### src/design/asr_ctrl_regs.vh
// Timing constants for the asynchronous 256K x 16 static memory controller.
// Assumes a 25 MHz system clock (40 ns period).
`ifndef ASR_CTRL_REGS_VH
`define ASR_CTRL_REGS_VH

`define ASR_CLK_PERIOD_NS 40
// Device timing figures in ns
`define ASR_T_RC_NS 12
`define ASR_T_WC_NS 12
`define ASR_T_AA_NS 12
`define ASR_T_ACE_NS 12
`define ASR_T_DOE_NS 6
`define ASR_T_DBE_NS 6
`define ASR_T_HZ_NS 6
`define ASR_T_PD_NS 12
`define ASR_T_SCE_NS 10
`define ASR_T_AW_NS 10
`define ASR_T_BW_NS 10
`define ASR_T_PWE_NS 10
`define ASR_T_SD_NS 7
`define ASR_T_HZWE_NS 6
// Derived cycle counts: every time rounds up to whole cycles, floor one cycle
`define ASR_CYC_UP(ns) ((((ns) + `ASR_CLK_PERIOD_NS - 1) / `ASR_CLK_PERIOD_NS) < 1 ? 1 : \
  (((ns) + `ASR_CLK_PERIOD_NS - 1) / `ASR_CLK_PERIOD_NS))
// Read access: wait the address access delay only
`define ASR_RD_CYC `ASR_CYC_UP(`ASR_T_AA_NS)
// Write strobe low time is the sum of pulse width and turn-off; lane select, address and data setup are not added
`define ASR_WR_CYC `ASR_CYC_UP(`ASR_T_PWE_NS + `ASR_T_HZWE_NS)
// Bus turnaround after the controller stops driving, before output drive falls
`define ASR_TURN_CYC `ASR_CYC_UP(`ASR_T_HZ_NS)
`define ASR_CYCLE_CYC `ASR_CYC_UP(`ASR_T_WC_NS)
`define ASR_CNT_W 3

`endif

### src/design/asr_ctrl.v
// Host-side controller for an asynchronous 256K x 16 static memory with byte lanes.
// Assumes the memory pins are wired straight to the ports; data_bus is split into in, out and enable.
// Assumes an external tri-state buffer that drives the pins while data_bus_oe_n is low.
// Read data on lanes that were not selected is returned as zero.
`timescale 1ns/1ps
`include "asr_ctrl_regs.vh"

// Overview of operation
// - Controller times data setup and hold against the terminating edge.
// - Strobe-controlled writes keep output drive high and last pulse width plus turn-off.
// - Controller holds write address at least 10 ns before write end.
// - Controller keeps address unchanged until write ends.
// - Controller has address valid by the start of the write.
// - Controller drives write data at least 7 ns before the terminating edge.
// - Controller asserts lane select at least 10 ns before write end.
module asr_ctrl (
  input wire clk_sys,
  input wire reset,
  input wire clk_en,
  input wire req_valid,
  input wire req_write,
  input wire [17:0] req_addr,
  input wire [15:0] req_wdata,
  input wire [1:0] req_be,
  output wire req_ready,
  output reg rsp_valid,
  output reg [15:0] rsp_rdata,
  output reg [17:0] mem_addr,
  output reg chip_select_n,
  output reg output_drive_n,
  output reg write_strobe_n,
  output reg low_byte_select_n,
  output reg high_byte_select_n,
  input wire [15:0] data_bus_in,
  output reg [15:0] data_bus_out,
  output reg data_bus_oe_n
);

  // Write path: IDLE, WSETUP, WSTROBE, WEND
  // Read path: IDLE, RTURN, RWAIT, REND
  // The strobe only ever falls one cycle after select and address settle
  localparam ST_IDLE = 3'h0;
  localparam ST_WSETUP = 3'h1;
  localparam ST_WSTROBE = 3'h2;
  localparam ST_WEND = 3'h3;
  localparam ST_RTURN = 3'h4;
  localparam ST_RWAIT = 3'h5;
  localparam ST_REND = 3'h6;

  // Cycle counts worked out at full width, then cut to the counter width
  localparam integer RD_CYC_INT = `ASR_RD_CYC;
  localparam integer WR_CYC_INT = `ASR_WR_CYC;
  localparam integer TURN_CYC_INT = `ASR_TURN_CYC;
  localparam integer CYCLE_CYC_INT = `ASR_CYCLE_CYC;

  localparam [`ASR_CNT_W-1:0] RD_CYC = RD_CYC_INT[`ASR_CNT_W-1:0];
  localparam [`ASR_CNT_W-1:0] WR_CYC = WR_CYC_INT[`ASR_CNT_W-1:0];
  localparam [`ASR_CNT_W-1:0] TURN_CYC = TURN_CYC_INT[`ASR_CNT_W-1:0];
  localparam [`ASR_CNT_W-1:0] CYCLE_CYC = CYCLE_CYC_INT[`ASR_CNT_W-1:0];

  reg [2:0] state_reg;
  reg [`ASR_CNT_W-1:0] cnt_reg;
  reg [`ASR_CNT_W-1:0] gap_reg;
  reg [15:0] din_meta_reg;
  reg [15:0] din_sync_reg;

  // Zero-based count for a wait of n cycles
  function [`ASR_CNT_W-1:0] cnt_load;
    input [`ASR_CNT_W-1:0] n;
    begin
      cnt_load = n - 3'h1;
    end
  endfunction

  // Wait counter has run out
  function cnt_done;
    input [`ASR_CNT_W-1:0] c;
    begin
      cnt_done = (c == {`ASR_CNT_W{1'b0}});
    end
  endfunction

  // Unselected lanes float on the pins; return them as zero
  function [15:0] lane_keep;
    input [15:0] data;
    input [1:0] sel_n;
    begin
      lane_keep = {sel_n[1] ? 8'h00 : data[15:8], sel_n[0] ? 8'h00 : data[7:0]};
    end
  endfunction

  assign req_ready = (state_reg == ST_IDLE) && (gap_reg == 3'h0);

  // Two-stage sampler for the data pins; only the second stage is read
  always @(posedge clk_sys) begin
    if (reset) begin
      din_meta_reg <= 16'h0000;
      din_sync_reg <= 16'h0000;
    end else if (clk_en) begin
      din_meta_reg <= data_bus_in;
      din_sync_reg <= din_meta_reg;
    end
  end

  // Request sequencer and memory pin drivers
  always @(posedge clk_sys) begin
    if (reset) begin
      state_reg <= ST_IDLE;
      cnt_reg <= 3'h0;
      gap_reg <= 3'h0;
      rsp_valid <= 1'b0;
      rsp_rdata <= 16'h0000;
      mem_addr <= 18'h00000;
      chip_select_n <= 1'b1;
      output_drive_n <= 1'b1;
      write_strobe_n <= 1'b1;
      low_byte_select_n <= 1'b1;
      high_byte_select_n <= 1'b1;
      data_bus_out <= 16'h0000;
      data_bus_oe_n <= 1'b1;
    end else if (clk_en) begin
      rsp_valid <= 1'b0;
      if (gap_reg != 3'h0)
        gap_reg <= gap_reg - 3'h1;
      case (state_reg)
        ST_IDLE: begin
          if (req_valid && gap_reg == 3'h0) begin
            // Address and lanes set before the strobe falls
            mem_addr <= req_addr;
            chip_select_n <= 1'b0;
            low_byte_select_n <= ~req_be[0];
            high_byte_select_n <= ~req_be[1];
            gap_reg <= cnt_load(CYCLE_CYC);
            if (req_write) begin
              output_drive_n <= 1'b1;
              data_bus_out <= req_wdata;
              data_bus_oe_n <= 1'b0;
              state_reg <= ST_WSETUP;
            end else begin
              // Release the bus for a turnaround before enabling outputs
              data_bus_oe_n <= 1'b1;
              cnt_reg <= cnt_load(TURN_CYC);
              state_reg <= ST_RTURN;
            end
          end
        end
        ST_WSETUP: begin
          write_strobe_n <= 1'b0;
          cnt_reg <= cnt_load(WR_CYC);
          state_reg <= ST_WSTROBE;
        end
        ST_WSTROBE: begin
          // Strobe low long enough for pulse width plus turn-off; lane, address and data setup are not counted
          if (cnt_done(cnt_reg)) begin
            write_strobe_n <= 1'b1;
            state_reg <= ST_WEND;
          end else begin
            cnt_reg <= cnt_reg - 3'h1;
          end
        end
        ST_WEND: begin
          // Address, data and select held one cycle past the strobe edge
          chip_select_n <= 1'b1;
          low_byte_select_n <= 1'b1;
          high_byte_select_n <= 1'b1;
          data_bus_oe_n <= 1'b1;
          state_reg <= ST_IDLE;
        end
        ST_RTURN: begin
          if (cnt_done(cnt_reg)) begin
            output_drive_n <= 1'b0;
            cnt_reg <= cnt_load(RD_CYC);
            state_reg <= ST_RWAIT;
          end else begin
            cnt_reg <= cnt_reg - 3'h1;
          end
        end
        ST_RWAIT: begin
          // Access delay only; REND then waits the two synchroniser stages
          if (cnt_done(cnt_reg))
            state_reg <= ST_REND;
          else
            cnt_reg <= cnt_reg - 3'h1;
        end
        ST_REND: begin
          cnt_reg <= cnt_reg + 3'h1;
          if (cnt_reg == 3'h1) begin
            rsp_rdata <= lane_keep(din_sync_reg, {high_byte_select_n, low_byte_select_n});
            rsp_valid <= 1'b1;
            output_drive_n <= 1'b1;
            chip_select_n <= 1'b1;
            low_byte_select_n <= 1'b1;
            high_byte_select_n <= 1'b1;
            cnt_reg <= 3'h0;
            state_reg <= ST_IDLE;
          end
        end
        default: begin
          state_reg <= ST_IDLE;
        end
      endcase
    end
  end

endmodule // asr_ctrl

### config.mk
export PLATFORM = sky130hd
export DESIGN_NAME = asr_ctrl
export DESIGN_NICKNAME = d
export VERILOG_FILES = /design/src/design/asr_ctrl.v
export VERILOG_INCLUDE_DIRS = /design/src /design/src/design
export SDC_FILE = /design/constraint.sdc
export NUM_CORES = 1
export LEC_CHECK = 0
export ABC_AREA = 0
export BUFFER_PORTS_ARGS = -buffer_cell sky130_fd_sc_hd__buf_4
export CAP_MARGIN = 20
export CORE_MARGIN = 2
export CORE_UTILIZATION = 44
export CTS_BUF_LIST = sky130_fd_sc_hd__clkbuf_4 sky130_fd_sc_hd__clkbuf_8
export CTS_CLUSTER_DIAMETER = 80
export CTS_CLUSTER_SIZE = 40
export DETAILED_ROUTE_END_ITERATION = 16
export PLACE_DENSITY = 0.77
export SYNTH_ARGS = -nofsm -noshare
export SYNTH_HDL_FRONTEND = slang
export SYNTH_SLANG_ARGS = --single-unit
### constraint.sdc
create_clock -name clk_sys -period 4.3 [get_ports clk_sys]
set_clock_uncertainty 0.15 [all_clocks]
set_input_delay 0.86 -clock clk_sys [delete_from_list [all_inputs] [get_ports clk_sys]]
set_output_delay 0.86 -clock clk_sys [all_outputs]
set_load 0.02 [all_outputs]
==> out/results.tsv, run 1 <==
stage	metric	value	unit
setup_path	cp_data_arrival_time	1.91	ns
detailed_routing	ant_nets	0	
setup_path	crit_chain	clkinv_1, and3_1, buf_4	
sta	fmax	343	MHz
clock_tree	clkLatencyLatePin	0.36	ns
clock_tree	cts_tree	built	
run	cap_violations	0	
yosys	synth_cell_types	50	
clock_tree	htreeDepth	3	
pwr	p_seq_frac	0.546	
global_routing	grt_pass1_wl	14700	microns
pwr	comb_power_share	0.128	
global_routing	grt_pass1_vias	3088	
clock_tree	clockRootBuffer	clkbuf_8	
clock_tree	cts_hold_buf	0	
setup_path	critPathMaxStageDelay	0.72	ns
yosys	synthTopCellsByCount	dfxtp_1, nand2_1, nor2_1	
pwr	p_per_area	349	nW/um^2
clock_tree	path_clk_slew	0.10	ns
place	dpl.hpwl	6420	microns
detailed_routing	drtIter0Drc	171	
detailed_routing	wirelength	9150	microns
sta	period_share	0.679	
yosys	syn-mean-instance-area	9.32	sq um
detailed_routing	num_vias	3348	
setup_path	r2r_cells	7	
layout	nNetsFinal	604	
floorplan	ioPinCount	115	
setup_path	crit_type	flop to output port	
sta	slew_headroom	0.460	
floorplan	die_w	100	microns
sta	min_period	2.92	ns
clock_tree	cts_inserted_buffers	9	
sta	finalHoldViolCount	0	
floorplan	die_h	100	microns
setup_path	path_max_fanout	15	
yosys	yosys_warnings	0	
clock_tree	post-cts-setup-buffers	0	
hold_path	min_path_cells	2	
hold_path	hp-class	flop to flop	
sta	holdWs	0.307	ns
pwr	clkPwrFrac	0.326	
yosys	async_flop_share	0	
pwr	p_sw_frac	0.275	
yosys	synth_seq_cells	98	
setup_path	r2r_slack	1.82	ns
yosys	synth_top_area_share	0.480	
clock_tree	ctsResizeCount	0	
setup_path	crit_required	3.29	ns
yosys	synth_ff_type	dfxtp_1	
floorplan	core_area	9110	sq um
layout	largest_reg_flops	18	
place	port_buffers	114	
global_routing	antenna_found_initial	0	
setup_path	cp-start-kind	flop	
pwr	p_switching	0.000491	W
place	globalplace.congestion	0.807	
global_routing	grt_max_degree	63	
detailed_routing	post_drt_via_cell_ratio	5.12	
yosys	synth-edff-count	0	
sta	setup_violations	0	
detailed_routing	wl_per_cell	14.0	microns
pwr	p_int	0.00129	W
sta	grt_setup_unrepaired	false	
yosys	syn_nets	505	
hold_path	hp-start	rsp_rdata[4]	
sta	setup_slack	1.38	ns
setup_path	cpMaxStageDelayCell	dfxtp_1	
yosys	syn_area	4090	sq um
outcome	status	completed	
yosys	synth_largest_area_cell	dfxtp_1	
pwr	total_power	0.00178	W
detailed_routing	drcViolationCount	0	
setup_path	critPathCaptureType	output port	
setup_path	r2r_start	gap_reg[0]	
setup_path	worstReg2RegEnd	low_byte_select_n	
floorplan	core.rowCount	35	
yosys	synth.area.top_cells	dfxtp_1, mux2i_1, a21oi_1	
yosys	synth.most_common_cell	dfxtp_1	
yosys	synthCells	439	
sta	max_slew.worst_pin.slew	0.810	ns
sta	slew_violations	0	
layout	area_growth	24.9	%
layout	antenna_cells	0	
layout	drive_gt1_frac	0.258	
global_routing	grt_overflow	0	
sta	fin_setup_tns	0	ns
hold_path	whs_endpoint	rsp_rdata[4]	
floorplan	die-area	10100	sq um
yosys	synth-seq-area-share	0.480	
global_routing	groute.usage.overall	0.181	
floorplan	start_util	0.449	
detailed_routing	drt_pre_antenna_iters	4	
clock_tree	clockBufferDepth	2	
pwr	p_leak	2.31	nW
layout	largest-register	mem_addr	
pwr	ir_drop	0.000154	V
place	place_ws	1.48	ns
clock_tree	clock_sink_count	98	
[stage by stage]
stage | util | instance area, sq um | instances
5_1_grt | 0.561 | 5110 | 654
3_3_place_gp | 0.537 | 4890 | 637
6_report | 0.561 | 5110 | 654
3_5_place_dp | 0.539 | 4910 | 638
2_1_floorplan | - | 4090 | 439
4_1_cts | 0.561 | 5110 | 654
[power groups by stage]
stage	clock [W]	sequential (W)	combinational, W
finish	0.000582	0.000974	0.000228
global route	0.000645	0.000980	0.000248
CTS	0.000595	0.000974	0.000230
detailed placement	0	0.000995	0.000229
global placement	0	0.000993	0.000224
floorplan	0	0.00101	0.000130
[critical path: cells and delay by family (launching register included)]
| family | cells | cell delay, ns |
|---|---|---|
| flops | 1 | 0.72 |
| buf+inv | 2 | 0.57 |
| simple gates | 1 | 0.25 |
[cell type report]
| type | count | area [sq um] |
|---|---|---|
| fill | 840 | 4000 |
| sequential | 98 | 1960 |
| inverter | 12 | 45.0 |
| clock buffer | 10 | 138 |
| clock inverter | 6 | 62.6 |
| multi-input combinational | 300 | 1880 |
| timing repair buffer | 117 | 886 |
| tap | 111 | 139 |
[cells by family (layout without fill, tap and decap cells)]
kind of cell               Yosys count  count (layout)  synth area share
buffers and inverters               41             145            0.0612
muxes                               54              54             0.132
AOI/OAI and AO/OA                   71              71             0.106
xor gates and xnor gates             2               2           0.00428
adders and majority gates            9               9            0.0275
DFF                                 98              98             0.480
and+or+nand+nor                    164             164             0.189
[cell usage in the layout (no fill, tap or decap), drive strengths merged, types with 2 or more instances in the layout]
cell and n:
buf 117, dfxtp 98, nand2 58, nor2 57, mux2i 54, a21oi 44
nand3b 19, inv 12, clkbuf 10, ha 9, nor3 8, nand2b 6
o21ai 6, clkinv 6, o31ai 4, a211oi 3, nand3 3, nor2b 3
and2 3, and3 2
[per-layer routing]
metal  vias to the layer above  share of wire  track usage
met3                        16          0.046       0.0418
met1                      1552           0.43        0.227
li1                       1693              -            -
met2                        87           0.50        0.304
met4                         0          0.022       0.0643
met5                         -              0            0
[worst max-delay path by stage]
stage                      start               end  slack, ns  cells after the start
finish              state_reg[0]         req_ready       1.38                      3
CTS                 state_reg[0]         req_ready       1.42                      3
global placement       req_valid  data_bus_out[14]       1.45                      5
detailed placement        clk_en      rsp_rdata[7]       1.48                      6
floorplan                 clk_en  data_bus_out[10]       2.28                      7
global route        state_reg[0]         req_ready       1.23                      3
Power figures use the tool's default switching activity.
==> run 2: changes to the inputs <==
--- a/config.mk
+++ b/config.mk
@@ -6,7 +6,7 @@
 export SDC_FILE = /design/constraint.sdc
 export NUM_CORES = 1
 export LEC_CHECK = 0
-export ABC_AREA = 0
+export ABC_AREA = 1
 export BUFFER_PORTS_ARGS = -buffer_cell sky130_fd_sc_hd__buf_4
 export CAP_MARGIN = 20
 export CORE_MARGIN = 2
@@ -15,7 +15,7 @@
 export CTS_CLUSTER_DIAMETER = 80
 export CTS_CLUSTER_SIZE = 40
 export DETAILED_ROUTE_END_ITERATION = 16
-export PLACE_DENSITY = 0.77
+export PLACE_DENSITY = 0.78
 export SYNTH_ARGS = -nofsm -noshare
 export SYNTH_HDL_FRONTEND = slang
 export SYNTH_SLANG_ARGS = --single-unit
==> constraint.sdc (replaced) <==
create_clock -name clk_sys -period 2.85 [get_ports clk_sys]
set_clock_uncertainty 0.15 [all_clocks]
set_input_delay 0.57 -clock clk_sys [delete_from_list [all_inputs] [get_ports clk_sys]]
set_output_delay 0.57 -clock clk_sys [all_outputs]
set_load 0.02 [all_outputs]
==> run 2 against run 1 <==
Synthesized cell count grew 17%. Critical path depth up 3. Worst setup slack worse by 0.66 ns. Global-route usage grew 1.5 points. Cell area is 2.3% lower. Register-to-register slack lost 1.0 ns. Die area is 5.1% lower. Clock power increased by 70%. Routed wire length is 0.42% higher. Non-clock buffer count did not move. Area after synthesis fell by 5.3%. Combinational power grew to 3.7 times the previous value. Critical endpoint unchanged.
==> out/results.tsv, run 2 <==
stage	metric	value	unit	change
layout	fin_util	0.578		+0.0170
global_routing	antenna_found_initial	0		unchanged
layout	largest-register	mem_addr		
detailed_routing	wl_per_cell	12.6	microns	-9.9%
yosys	synth.most_common_cell	nor2_1		
floorplan	start_util	0.449		-0.000473
floorplan	die_w	97.8	microns	-2.6%
layout	area_growth	28.8	%	
detailed_routing	drtIter0Drc	122		-29%
setup_path	cpMaxStageDelayCell	dfxtp_1		
clock_tree	clock_sink_count	98		unchanged
detailed_routing	ant_nets	0		unchanged
yosys	synthCells	514		+17%
floorplan	core.rowCount	34		-2.9%
setup_path	r2r_slack	0.81	ns	-1.01 ns
detailed_routing	num_vias	3604		+7.6%
setup_path	critPathMaxStageDelay	0.35	ns	-0.37 ns
global_routing	groute.usage.overall	0.196		+0.0153
setup_path	path_max_fanout	3		-12
sta	period_share	0.745		
yosys	synth_cell_types	29		-42%
run	cap_violations	0		unchanged
setup_path	cp_data_arrival_time	1.40	ns	-0.51 ns
place	dp.cells	714		+12%
clock_tree	cts_hold_buf	0		unchanged
yosys	synth_ff_type	dfxtp_1		
layout	largest_reg_flops	18		unchanged
clock_tree	clkLatencyLatePin	0.35	ns	about the same
setup_path	cp-start-kind	flop		
layout	antenna_cells	0		unchanged
clock_tree	htreeDepth	3		unchanged
detailed_routing	drcViolationCount	0		unchanged
yosys	yosys_warnings	0		unchanged
clock_tree	cts_tree	built		
floorplan	core_area	8640	sq um	-5.2%
pwr	p_per_area	686	nW/um^2	+97%
sta	fmax	471	MHz	
setup_path	crit_type	flop to output port		
detailed_routing	post_drt_via_cell_ratio	4.94		-3.4%
yosys	syn_nets	580		+15%
clock_tree	post-cts-setup-buffers	0		unchanged
clock_tree	cts_inserted_buffers	9		unchanged
yosys	synth_top_area_share	0.506		+0.0268
sta	finalHoldViolCount	0		unchanged
layout	mostFrequentLayoutCell	nor2_1		
global_routing	grt_pass1_vias	3489		+13%
clock_tree	clockBufferDepth	2		unchanged
yosys	async_flop_share	0		unchanged
global_routing	grt_pass1_wl	15600	microns	+6.2%
yosys	syn_area	3870	sq um	-5.3%
global_routing	busiest_layer	met2		
yosys	synth-seq-area-share	0.506		+0.0268
outcome	status	completed		
layout	nNetsFinal	683		+13%
layout	drive_gt1_frac	0.232		-0.0259
pwr	ir_drop	0.000318	V	+110%
yosys	synth.area.top_cells	dfxtp_1, nor2_1, o21ai_0		
hold_path	hp-class	input pin to flop		
clock_tree	clockRootBuffer	clkbuf_8		
layout	final_cell_mix	nor2_1, buf_4, dfxtp_1		
global_routing	grt_max_degree	61		-3.2%
sta	min_period	2.12	ns	
yosys	synth_largest_area_cell	dfxtp_1		
sta	max_slew.worst_pin.slew	0.557	ns	-0.252 ns
setup_path	crit_required	2.13	ns	-1.16 ns
setup_path	crit_buf_inv	3		+1
floorplan	die_h	97.8	microns	-2.6%
setup_path	critPathCaptureType	output port		
sta	grt_setup_unrepaired	false		
global_routing	grt_use_met2	0.323		+0.0199
detailed_routing	wirelength	9190	microns	+0.42%
sta	setup_violations	0		unchanged
clock_tree	path_clk_slew	0.10	ns	about the same
global_routing	gr-usage-met1	0.247		+0.0197
setup_path	crit_chain	inv_1, ha_1, ha_1, inv_1, nor2_1, buf_4		
floorplan	die-area	9570	sq um	-5.1%
floorplan	ioPinCount	115		unchanged
place	port_buffers	114		unchanged
detailed_routing	drt_pre_antenna_iters	5		+1
yosys	synth_seq_cells	98		unchanged
sta	fin_setup_tns	0	ns	unchanged
yosys	synthTopCellsByCount	nor2_1, dfxtp_1, o21ai_0		
pwr	p_leak	2.32	nW	+0.49%
layout	layoutNonFillerInstCount	729		+11%
setup_path	crit_family	adder cells		
global_routing	grt.met3_usage	0.0444		+0.00260
sta	slew_violations	0		unchanged
place	dpl.hpwl	6590	microns	+2.7%
clock_tree	ctsResizeCount	0		unchanged
yosys	syn-mean-instance-area	7.54	sq um	-19%
sta	slew_headroom	0.627		+0.167
yosys	synth-edff-count	0		unchanged
place	globalplace.congestion	0.854		+5.9%
global_routing	grt_overflow	0		unchanged
[run 2: cell types whose count changed in the layout (fill, tap and decap cells not counted), sizes merged, moves of 4 or more]
| cell | previous run | this run |
|---|---|---|
| o31ai | 4 | 0 |
| inv | 12 | 30 |
| nand3b | 19 | 2 |
| nand3 | 3 | 33 |
| clkinv | 6 | 2 |
| o21ai | 6 | 72 |
| nor2 | 57 | 149 |
| a21oi | 44 | 22 |
| nand2b | 6 | 0 |
| mux2i | 54 | 0 |
[run 2: layout make-up]
cell class,count,area [sq um]
fillers,826,3640
flip-flops and latches,98,1960
multi-input cells,361,1680
repair buffers,117,878
clock buffers,10,138
well taps,108,135
inverters,30,114
clock inverters,5,85.1
[run 2: worst min-delay path, cell delays in order]
cell and delay (ns):
buf_4 0.08, nor2_1 0.03, nor2_1 0.08
[run 2: metal layers]
layer	share of wire	vias up	wire, microns
met5	0	-	0
met1	0.44	1622	4080
li1	-	1858	-
met4	0.029	0	264
met3	0.049	20	454
met2	0.48	104	4390
[run 2: cell families (layout without fill, tap and decap cells)]
| group | Yosys count | count (layout) | share of synthesized area |
|---|---|---|---|
| simple gates | 251 | 251 | 0.270 |
| xor+xnor | 1 | 1 | 0.00226 |
| buf+inv | 55 | 162 | 0.0601 |
| compound gates | 100 | 100 | 0.132 |
| fa+ha+maj | 9 | 9 | 0.0291 |
| flops | 98 | 98 | 0.506 |
[run 2: final timing paths]
check                                     from         endpoint  depth (start not counted)
worst min-delay path            data_bus_in[3]  din_meta_reg[3]                          3
worst min register to register      gap_reg[0]       gap_reg[0]                          1
worst max-delay path                gap_reg[0]        req_ready                          6
worst max register to register      cnt_reg[1]    rsp_rdata[12]                          9
[run 2: through the flow]
stage | instance area (sq um) | setup slack [ns] | total power, W | hold slack (ns)
2_1_floorplan | 3870 | 1.08 | 0.00216 | 0.280
3_5_place_dp | 4770 | 0.624 | 0.00247 | 0.301
3_3_place_gp | 4770 | 0.707 | 0.00243 | 0.293
6_report | 4990 | 0.726 | 0.00343 | 0.276
4_1_cts | 4990 | 0.697 | 0.00345 | 0.260
5_1_grt | 4990 | 0.475 | 0.00362 | 0.267
[run 2: report_power, final]
group / internal, W / switching (W)
clock network: 0.000520 / 0.000469
logic: 0.000322 / 0.000516
registers: 0.00150 / 0.0000982
total: 0.00234 / 0.00108
